$ cat src/logic/ppg_pkg.sv
package ppg_pkg;
    localparam int unsigned WORD_W   = 64;
    localparam int unsigned LANES8   = 8;
    localparam int unsigned LANES16  = 4;
    localparam int unsigned LANES32  = 2;
    localparam int unsigned MASK_W   = 8;
    localparam logic [1:0]  SIZE_8   = 2'h0;
    localparam logic [1:0]  SIZE_16  = 2'h1;
    localparam logic [1:0]  SIZE_32  = 2'h2;
    localparam logic [1:0]  SIZE_BAD = 2'h3;
    localparam logic [63:0] WORD_RST = 64'h0000_0000_0000_0000;
    localparam logic [7:0]  MASK_RST = 8'h00;

    typedef enum logic [1:0] {
        PPG_OP_NONE,
        PPG_OP_ADD,
        PPG_OP_STORE
    } ppg_op_t;
endpackage

$ cat src/logic/ppg_lane_if.sv
`timescale 1ns/1ps
interface ppg_lane_if;
    import ppg_pkg::*;
    logic [63:0] a;
    logic [63:0] b;
    logic [1:0]  size;
    logic [63:0] sum;
    logic [7:0]  lane_en;
    modport core  (output a, output b, output size, input sum, input lane_en);
    modport lanes (input a, input b, input size, output sum, output lane_en);
endinterface

$ cat src/logic/ppg_lane_adder.sv
`timescale 1ns/1ps
module ppg_lane_adder
    import ppg_pkg::*;
(
    ppg_lane_if.lanes bus,
    input wire logic [7:0] pixel_update_mask
);
    // byte-lane carry chain, broken at every pixel boundary
    logic [8:0]  carry;
    logic [7:0]  cut;
    logic [63:0] sum_w;
    logic [7:0]  en8;
    logic [7:0]  en16;
    logic [7:0]  en32;

    assign carry[0] = 1'b0;

    genvar g;
    generate
        for (g = 0; g < 8; g++) begin : g_byte
            logic [8:0] part;
            // lane boundary every byte, every second byte, or every fourth byte
            assign cut[g] = (bus.size == SIZE_8)
                         || (bus.size == SIZE_16 && (g % 2) == 0)
                         || (bus.size == SIZE_32 && (g % 4) == 0);
            assign part = {1'b0, bus.a[g*8 +: 8]} + {1'b0, bus.b[g*8 +: 8]}
                        + {8'h00, (cut[g] ? 1'b0 : carry[g])};
            assign sum_w[g*8 +: 8] = part[7:0];
            assign carry[g+1] = part[8];
            assign en8[g]  = pixel_update_mask[g];
            assign en16[g] = pixel_update_mask[g/2];
            assign en32[g] = pixel_update_mask[g/4];
        end
    endgenerate

    assign bus.sum     = sum_w;
    assign bus.lane_en = (bus.size == SIZE_8)  ? en8 :
                         (bus.size == SIZE_16) ? en16 :
                         (bus.size == SIZE_32) ? en32 : 8'h00;
endmodule

$ cat src/logic/ppg_unit.sv
`timescale 1ns/1ps
module ppg_unit
    import ppg_pkg::*;
(
    input  wire logic        core_clk,
    input  wire logic        rst,
    input  wire logic        op_valid,
    input  wire logic [1:0]  op_code,
    input  wire logic [1:0]  pixel_size_select,
    input  wire logic [7:0]  pixel_update_mask,
    input  wire logic [63:0] src_a,
    input  wire logic [63:0] src_b,
    output logic             res_valid,
    output logic [63:0]      res_data,
    output logic [7:0]       res_byte_we,
    output logic             res_size_bad
);
    ppg_lane_if lane_bus ();

    logic        is_add;
    logic        is_store;
    logic        size_bad;
    logic [63:0] store_word;
    logic [63:0] next_data;
    logic [7:0]  next_we;
    logic        valid_d;
    logic        valid_q;
    logic [63:0] data_d;
    logic [63:0] data_q;
    logic [7:0]  we_d;
    logic [7:0]  we_q;
    logic        bad_q;

    assign lane_bus.a    = src_a;
    assign lane_bus.b    = src_b;
    assign lane_bus.size = pixel_size_select;

    ppg_lane_adder u_lanes (
        .bus               (lane_bus.lanes),
        .pixel_update_mask (pixel_update_mask)
    );

    assign is_add   = op_valid && (op_code == PPG_OP_ADD);
    assign is_store = op_valid && (op_code == PPG_OP_STORE);
    assign size_bad = (pixel_size_select == SIZE_BAD);

    // merge: masked pixels from src_a, others keep old word in src_b
    genvar g;
    generate
        for (g = 0; g < 8; g++) begin : g_merge
            assign store_word[g*8 +: 8] = lane_bus.lane_en[g]
                                        ? src_a[g*8 +: 8] : src_b[g*8 +: 8];
        end
    endgenerate

    assign next_data = is_add ? lane_bus.sum : (is_store ? store_word : WORD_RST);
    assign next_we   = is_store ? lane_bus.lane_en : (is_add ? 8'hFF : MASK_RST);
    assign valid_d   = is_add || is_store;
    assign data_d    = next_data;
    assign we_d      = next_we;

    always_ff @(posedge core_clk) begin
        if (rst) begin
            valid_q <= 1'b0;
            data_q  <= WORD_RST;
            we_q    <= MASK_RST;
            bad_q   <= 1'b0;
        end else begin
            valid_q <= valid_d;
            data_q  <= data_d;
            we_q    <= we_d;
            bad_q   <= valid_d && size_bad;
        end
    end

    assign res_valid    = valid_q;
    assign res_data     = data_q;
    assign res_byte_we  = we_q;
    assign res_size_bad = bad_q;

    // assertions
    property p_add8_no_carry;
        @(posedge core_clk) disable iff (rst)
        (is_add && pixel_size_select == SIZE_8)
            |=> res_data[15:8] == 8'($past(src_a[15:8]) + $past(src_b[15:8]));
    endproperty
    a_add8_no_carry: assert property (p_add8_no_carry) else $error("8-bit lane carried");

    property p_add16_lane;
        @(posedge core_clk) disable iff (rst)
        (is_add && pixel_size_select == SIZE_16)
            |=> res_data[31:16] == 16'($past(src_a[31:16]) + $past(src_b[31:16]));
    endproperty
    a_add16_lane: assert property (p_add16_lane) else $error("16-bit lane sum wrong");

    property p_add32_lane;
        @(posedge core_clk) disable iff (rst)
        (is_add && pixel_size_select == SIZE_32)
            |=> res_data[63:32] == 32'($past(src_a[63:32]) + $past(src_b[63:32]));
    endproperty
    a_add32_lane: assert property (p_add32_lane) else $error("32-bit lane sum wrong");

    property p_store8_we;
        @(posedge core_clk) disable iff (rst)
        (is_store && pixel_size_select == SIZE_8) |=> res_byte_we == $past(pixel_update_mask);
    endproperty
    a_store8_we: assert property (p_store8_we) else $error("8-bit store enables wrong");

    property p_store16_we;
        @(posedge core_clk) disable iff (rst)
        (is_store && pixel_size_select == SIZE_16)
            |=> res_byte_we[3:2] == {2{$past(pixel_update_mask[1])}};
    endproperty
    a_store16_we: assert property (p_store16_we) else $error("16-bit store enables wrong");

    property p_store_keep;
        @(posedge core_clk) disable iff (rst)
        (is_store && pixel_size_select == SIZE_32 && !pixel_update_mask[0])
            |=> res_data[31:0] == $past(src_b[31:0]);
    endproperty
    a_store_keep: assert property (p_store_keep) else $error("unmasked pixel changed");

    property p_store_hi_ignored;
        @(posedge core_clk) disable iff (rst)
        (is_store && pixel_size_select == SIZE_32 && pixel_update_mask[1:0] == 2'h0)
            |=> res_byte_we == 8'h00;
    endproperty
    a_store_hi_ignored: assert property (p_store_hi_ignored) else $error("unused mask bit used");

    property p_valid_follows;
        @(posedge core_clk) disable iff (rst)
        (op_valid && (op_code == PPG_OP_ADD || op_code == PPG_OP_STORE)) |=> res_valid;
    endproperty
    a_valid_follows: assert property (p_valid_follows) else $error("result valid misplaced");

    property p_bad_flag;
        @(posedge core_clk) disable iff (rst)
        (valid_d && size_bad) |=> res_size_bad;
    endproperty
    a_bad_flag: assert property (p_bad_flag) else $error("illegal size not flagged");

    property p_idle_quiet;
        @(posedge core_clk) disable iff (rst)
        !(op_valid && (op_code == PPG_OP_ADD || op_code == PPG_OP_STORE))
            |=> !res_valid && res_data == WORD_RST && res_byte_we == MASK_RST;
    endproperty
    a_idle_quiet: assert property (p_idle_quiet) else $error("idle cycle gave a result");

    property p_add_we;
        @(posedge core_clk) disable iff (rst)
        is_add |=> res_byte_we == 8'hFF;
    endproperty
    a_add_we: assert property (p_add_we) else $error("add did not enable all bytes");

    property p_store32_we;
        @(posedge core_clk) disable iff (rst)
        (is_store && pixel_size_select == SIZE_32)
            |=> res_byte_we == {{4{$past(pixel_update_mask[1])}},
                                {4{$past(pixel_update_mask[0])}}};
    endproperty
    a_store32_we: assert property (p_store32_we) else $error("32-bit store enables wrong");

    property p_store16_all;
        @(posedge core_clk) disable iff (rst)
        (is_store && pixel_size_select == SIZE_16)
            |=> res_byte_we == {{2{$past(pixel_update_mask[3])}},
                                {2{$past(pixel_update_mask[2])}},
                                {2{$past(pixel_update_mask[1])}},
                                {2{$past(pixel_update_mask[0])}}};
    endproperty
    a_store16_all: assert property (p_store16_all) else $error("16-bit mask map wrong");

    property p_add_wide;
        @(posedge core_clk) disable iff (rst)
        (is_add && size_bad) |=> res_data == 64'($past(src_a) + $past(src_b));
    endproperty
    a_add_wide: assert property (p_add_wide) else $error("undefined size add wrong");

    property p_bad_quiet;
        @(posedge core_clk) disable iff (rst)
        (valid_d && !size_bad) |=> !res_size_bad;
    endproperty
    a_bad_quiet: assert property (p_bad_quiet) else $error("legal size flagged");

    property p_bad_store_we;
        @(posedge core_clk) disable iff (rst)
        (is_store && size_bad) |=> res_byte_we == MASK_RST;
    endproperty
    a_bad_store_we: assert property (p_bad_store_we) else $error("undefined size stored");

    // per-byte checks of sums and merges
    generate
        for (g = 0; g < 8; g++) begin : g_chk
            property p_byte_add8;
                @(posedge core_clk) disable iff (rst)
                (is_add && pixel_size_select == SIZE_8)
                    |=> res_data[g*8 +: 8]
                        == 8'($past(src_a[g*8 +: 8]) + $past(src_b[g*8 +: 8]));
            endproperty
            a_byte_add8: assert property (p_byte_add8) else $error("8-bit pixel sum wrong");

            property p_byte_store;
                @(posedge core_clk) disable iff (rst)
                is_store
                    |=> res_data[g*8 +: 8] == (res_byte_we[g] ? $past(src_a[g*8 +: 8])
                                                              : $past(src_b[g*8 +: 8]));
            endproperty
            a_byte_store: assert property (p_byte_store) else $error("stored byte wrong");
        end
    endgenerate

    c_add8:   cover property (@(posedge core_clk) is_add && pixel_size_select == SIZE_8);
    c_add16:  cover property (@(posedge core_clk) is_add && pixel_size_select == SIZE_16);
    c_store:  cover property (@(posedge core_clk) is_store && pixel_update_mask != 8'h00);
    c_b2b:    cover property (@(posedge core_clk) is_add ##1 is_store);
    c_wide:   cover property (@(posedge core_clk) is_add && size_bad);
endmodule

$ cat config.mk
export PLATFORM = sky130hd
export DESIGN_NAME = ppg_unit
export DESIGN_NICKNAME = d
export VERILOG_FILES = /design/src/logic/ppg_pkg.sv /design/src/logic/ppg_lane_if.sv /design/src/logic/ppg_lane_adder.sv /design/src/logic/ppg_unit.sv
export SDC_FILE = /design/constraint.sdc
export NUM_CORES = 1
export LEC_CHECK = 0
export ABC_AREA = 1
export BUFFER_PORTS_ARGS = -buffer_cell sky130_fd_sc_hd__buf_2
export CELL_PAD_IN_SITES_DETAIL_PLACEMENT = 1
export CELL_PAD_IN_SITES_GLOBAL_PLACEMENT = 1
export CORE_MARGIN = 2
export CORE_UTILIZATION = 32
export CTS_BUF_LIST = sky130_fd_sc_hd__clkbuf_2 sky130_fd_sc_hd__clkbuf_4 sky130_fd_sc_hd__clkbuf_8
export CTS_CLUSTER_DIAMETER = 80
export DETAILED_ROUTE_END_ITERATION = 7
export PLACE_DENSITY = 0.86
export SLEW_MARGIN = 40
export SYNTH_ARGS = -nofsm -noshare
export SYNTH_HDL_FRONTEND = slang
export SYNTH_SLANG_ARGS = --single-unit
$ cat constraint.sdc
create_clock -name core_clk -period 13.25 [get_ports core_clk]
set_clock_uncertainty 0.15 [all_clocks]
set_input_delay 3.3125 -clock core_clk [delete_from_list [all_inputs] [get_ports core_clk]]
set_output_delay 3.3125 -clock core_clk [all_outputs]
set_load 0.02 [all_outputs]
; ---- After elaboration in Yosys (flattened, before gate mapping)
; Index checks and enable logic that the tools add are counted.
[op_classes]
eq_ne = 5
addsub = 15
reduce_logical = 7
muxes = 22
[ops]
columns = cell, count
row1 = two-way mux 64 bit, 2
row2 = two-way mux 8 bit, 13
row3 = adder 8 x 8 -> 9 bit, 7
row4 = adder 9 x 1 -> 9 bit, 6
row5 = adder 8 x 1 -> 8 bit, 1
row6 = adder 8 bit, 1
row7 = two-way mux 1 bit, 7
row8 = equality test 2 bit (second input constant), 3
row9 = equality test 2 x 1 -> 1 bit (second input constant), 2
row10 = logical AND 1 bit, 3
row11 = logical OR 1 bit, 3
row12 = logical NOT 2 bit, 1
[totals]
ff_bits = 74
out_inout_bits = 74
input_bits = 143
word_cells = 53

; ---- Longest topological paths before layout
[logic_depth]
depth_word = 16
depth_mapped = 67
depth_no_buf = 67

; ---- Hierarchy
; From an unflattened synthesis, not the netlist that was laid out.
[hier_totals]
cells_unflattened = 1034
hier_area_um2 = 6553.8
[modules_own_cells]
columns = mod, seq_area_each_um2, cells_per_inst, area_each_um2, instances
row1 = ppg_unit, 1481.4, 537, 3535.9, 1
row2 = ppg_lane_adder, 0.0, 497, 3017.9, 1

; ---- Least setup slack after synthesis
; No wires, ideal clock.
[synth_path]
path_kind = input -> register
startpoint = in src_a[0]
endpoint = reg data_q[57] (netlist: res_data[57])
cell_stages = 61
n_path_buf = 0
slack_ns = 0.436
t_arrival_ns = 12.593
path_cell_list = ha_1 -> fa_1 -> nand3_1 -> nand3_1 -> nand2_1 -> nand2_1 -> nand2_1 -> a21oi_1 -> fa_1 -> fa_1 -> nand3_1 -> nand3_1 -> nand2_1 -> nand2_1 -> nand2_1 -> a21oi_1 -> fa_1 -> fa_1 -> [25 not listed] -> nand3_1 -> nand2_1 -> nand2_1 -> nand2_1 -> a21oi_1 -> fa_1 -> fa_1 -> nand3_1 -> nand3_1 -> nand2_1 -> nand2_1 -> nand2_1 -> nand2_1 -> nand2_1 -> fa_1 -> fa_1 -> or2_2 -> a21oi_1
[synth_between]
elab_chain_len = 16
[synth_rtl]
columns = item, line_no
row1 = from (decl), ppg_unit.sv:11  ; input wire logic [63:0] src_a,
row2 = adder 8 x 8 -> 9 bit, ppg_lane_adder.sv:26  ; assign part = {1'b0, bus.a[g*8 +: 8]} + {1'b0, bus.b[g*8 +: 8]}
row3 = two-way mux 1 bit, ppg_lane_adder.sv:27  ; + {8'h00, (cut[g] ? 1'b0 : carry[g])};
row4 = adder 9 x 1 -> 9 bit, ppg_lane_adder.sv:27
row5 = two-way mux 1 bit, ppg_lane_adder.sv:27
row6 = adder 9 x 1 -> 9 bit, ppg_lane_adder.sv:27
row7 = two-way mux 1 bit, ppg_lane_adder.sv:27
row8 = adder 9 x 1 -> 9 bit, ppg_lane_adder.sv:27
row9 = two-way mux 1 bit, ppg_lane_adder.sv:27
row10 = adder 9 x 1 -> 9 bit, ppg_lane_adder.sv:27
row11 = two-way mux 1 bit, ppg_lane_adder.sv:27
row12 = adder 9 x 1 -> 9 bit, ppg_lane_adder.sv:27
row13 = two-way mux 1 bit, ppg_lane_adder.sv:27
row14 = adder 9 x 1 -> 9 bit, ppg_lane_adder.sv:27
row15 = two-way mux 1 bit, ppg_lane_adder.sv:27
row16 = adder 8 x 1 -> 8 bit, ppg_lane_adder.sv:27
row17 = two-way mux 64 bit, ppg_unit.sv:56  ; assign next_data = is_add ? lane_bus.sum : (is_store ? store_word : WORD_RST);
row18 = to (signal assigned), ppg_unit.sv:70  ; data_q <= data_d;
row19 = to (decl), ppg_unit.sv:29  ; logic [63:0] data_q;
; No other way between the ends.
; A chain may end at the register's enable or synchronous reset.

; ---- Worst setup path after layout
; Ends and elaborated chain as after synthesis.

==> metrics list <==
- Hold repair after CTS inserted 0 buffers.
* Area delta synth->final: 27.1%
* Layout fillers: 2624
- Measured against its own limit, the worst slew margin works out to 43.3%.
- After detailed routing, the average wire length per cell comes to 15.6 um.
* Final hold slack: 3.08 ns
- Clock tree from TritonCTS: built
* Floorplan die area: 0.0210 sq mm
- Along the worst hold path, the cell count comes to 3.
- Hold path endpoint: res_data[58]$_SDFF_PP0_
* Worst path arrival time: 12.89 ns
* #FFs+latches synth: 74
- Syn Std Cell Area: 0.00635 sq mm
- Number of buffers created by CTS: 9
- The number of global-route vias before repair came to 7426.
- Summed over all cells, the static leakage comes to 4.43 nW.
* Synth warn: 0
* Die boundary width: 145 um
- Buffers placed on the I/O ports in this run total 216.
- Setup violations remaining at the end of the flow were counted as 0.
- Timing analysis after detailed placement gives a worst setup slack of -0.451 ns.
- Commonest register cell after synthesis: dfxtp_1
- CTS root buf: clkbuf_8
- Cell with the largest stage delay on the worst path: fa_2
- After the first detailed-routing iteration, the DRC count stood at 191.
- Combined buffer and inverter count along the critical path: 1
* Average size of a mapped cell: 6.60 sq um
* Synth cell types: 30
* Mapped Nets: 1177
* Starting utilization of the core area: 32.7%
- The final critical path takes up 96.1% of the cycle.
- Area of the core: 0.0195 sq mm
- Of all nets on the critical path, the largest fanout is 3.
- The hold violation count in the final report came to 0.
* Wire length of the first global-routing pass: 36300 um
- Final min period: 12.73 ns
- After floorplanning, the core was divided into 51 placement rows.
- Maximum number of pins on one net before global-route repair: 66
* Fraction of registers with async set/reset: 0%
* Final layout net count: 1398
- Max frequency: 78.6 MHz
- Counting every instance in the synthesized netlist gives 963.
- Layout cells sized above 1: 28.1%
- Data on the critical path is required at its endpoint by 13.41 ns.
* Sequential-to-total area share from yosys stat: 23.3%
- The count of cells in the finished layout, fillers not included, comes to 1457.
- The flow ran to the end, and the final reports show no timing, DRC or antenna violations.
- Number of enable flip-flop cells after synthesis: 0
- Top-Level Pins: 217
- Peak supply drop: 0.0433 mV
* Cell family contributing the most delay on the critical path: adder cells
- Die height: 145 um
- Worst min-delay path startpoint: src_b[58]
- Summing all non-filler instances in the final layout gives an area of 0.00808 sq mm.
* Placed wire-length estimate after detailed placement: 17200 um
* Final weighted congestion in routability-driven placement: 0.841
- Largest stage delay, worst path: 0.43 ns
* Critical setup path kind: primary input to flip-flop
* Cell mode on critical path: nand2_1
- Aggregate routed wire length: 22800 um
- Tightest Pin Transition: 0.850 ns
* Clock Tree Buf Depth: 2
- Total iterations of the first detailed-routing run: 4
- Startpoint kind of the worst setup timing path: primary input
- # DRC: 0
* Number of pins exceeding their max-slew limit in the final report: 0
* Maximum level of the CTS H-tree: 3
- Power spread over the standard cell area amounts to 82.7 mW/mm^2.
- CTS saw 74 sinks.
- Critical Path End Type: flip-flop
* Fin Setup TNS: 0 ns
- The routed layout has 7123 vias.
- The path class of the tightest hold or removal check is primary input to flip-flop.
- In the global route stage, overall resource usage came out at 21.1%.
- Count of placed standard cells including taps: 1427
- Number of nets with antenna violations after detailed routing: 0
- Clock slew at the register clock pins of the worst setup and hold paths: 0.10 ns
- Detailed-route vias per instance: 4.89
- In this run the cell area measured after placement is 0.00768 sq mm.
- Worst setup slack after layout: 0.520 ns
* Antenna violations before repair: 3
- Max-cap violations in this run came to 0.
- Summed over all layers, the global routing overflow is 0.
cells in the mapped netlist (10+ instances only):
cell type	count	area [sq um]
nand3_1	64	320
a21oi_1	121	606
nor2_1	33	124
inv_1	165	619
clkbuf_1	16	60.1
ha_1	56	701
o211ai_1	10	75.1
nand2_1	263	987
a21oi_2	19	166
fa_1	15	300
o21ai_0	39	195
o21ai_1	25	125
dfxtp_1	74	1480
tightest hold or removal path, delay by kind of cell:
| kind | cells | cell delay, ns |
|---|---|---|
| buffers and inverters | 1 | 0.09 |
| AOI/OAI and AO/OA | 2 | 0.18 |
cells in the final DEF (no fill, tap or decap), types with 11 or more instances in the layout:
cell type / Yosys / routed
nand2_1: 263 / 260
o21ai_0: 39 / 38
dfxtp_1: 74 / 74
ha_1: 56 / 55
o21ai_1: 25 / 26
nand3_1: 64 / 57
buf_2: 3 / 216
a21oi_2: 19 / 23
a21oi_1: 121 / 117
inv_1: 165 / 165
nand3_2: 4 / 11
fa_2: 0 / 15
nor2_1: 33 / 33
clkbuf_8: 0 / 11
buf_4: 2 / 23
metrics by stage:
| step | total power, mW | util [%] |
|---|---|---|
| floorplan | 0.390 | - |
| global placement | 0.460 | 39.4 |
| detailed placement | 0.469 | 39.5 |
| CTS | 0.666 | 40.6 |
| global route | 0.716 | 41.5 |
| finish | 0.668 | 41.5 |
kinds of logic (layout without fill, tap and decap cells):
group / after synthesis / in the layout / share of synthesized area, %
AND/OR/NAND/NOR: 391 / 391 / 27.8
AO/OA/AOI/OAI: 218 / 218 / 18.9
buffers and inverters: 199 / 425 / 12.9
flip-flops: 74 / 74 / 23.3
adder cells (fa/ha/maj): 71 / 71 / 15.8
XOR/XNOR: 10 / 10 / 1.38
other: 0 / 3 / 0
layer usage:
metal  share of wire (%)  up-vias  wire [um]  GRT usage, %
met2                  50      175      11400          37.5
li1                    -     3540          -             -
met5                   0        -          0             0
met3                 3.5       50        792          2.86
met4                 3.4        0        784          10.2
met1                  43     3358       9790          25.2
cell type report:
type                            count  area (sq um)  share of cell area [%]
Inverter                          170           641                    7.93
Tap cell                          265           332                    4.10
Timing Repair Buffer              239          1250                    15.5
Multi-Input combinational cell    690          4160                    51.5
Sequential cell                    74          1480                    18.3
Clock inverter                      5          52.6                   0.651
Clock buffer                       11           151                    1.87
Antenna cell                        3          7.51                  0.0929
sequential cells by signal, indices dropped and copies added, names as in the netlist:
| register | cells |
|---|---|
| res_data | 64 |
| res_byte_we | 8 |
| res_size_bad | 1 |
| res_valid | 1 |
report_power, final:
group,internal (mW),switching (mW)
Clock,0.0965,0.0961
Sequential,0.232,0.00252
Combinational,0.0904,0.151
worst max path at each step:
| stage | endpoint | from | slack (ns) | cells after the start |
|---|---|---|---|---|
| after CTS | res_data[57]$_SDFF_PP0_ | src_a[0] | 0.05 | 62 |
| after floorplan | res_data[57]$_SDFF_PP0_ | src_a[0] | 0.44 | 61 |
| final | res_data[57]$_SDFF_PP0_ | src_a[0] | 0.52 | 62 |
| after global routing | res_data[57]$_SDFF_PP0_ | src_a[0] | -0.08 | 62 |
| after global placement | res_data[57]$_SDFF_PP0_ | src_a[0] | -0.09 | 62 |
| after detailed placement | res_data[57]$_SDFF_PP0_ | src_a[0] | -0.45 | 62 |
what timing repair did:
item | 4_1_cts | 5_1_grt
endpoints found under the setup margin | 1 | 8
resized for setup | 2 | 30
pin swaps | 0 | 17
cloned | 0 | 0
setup buffers | 0 | 11
(Power assumes the default switching activity.)
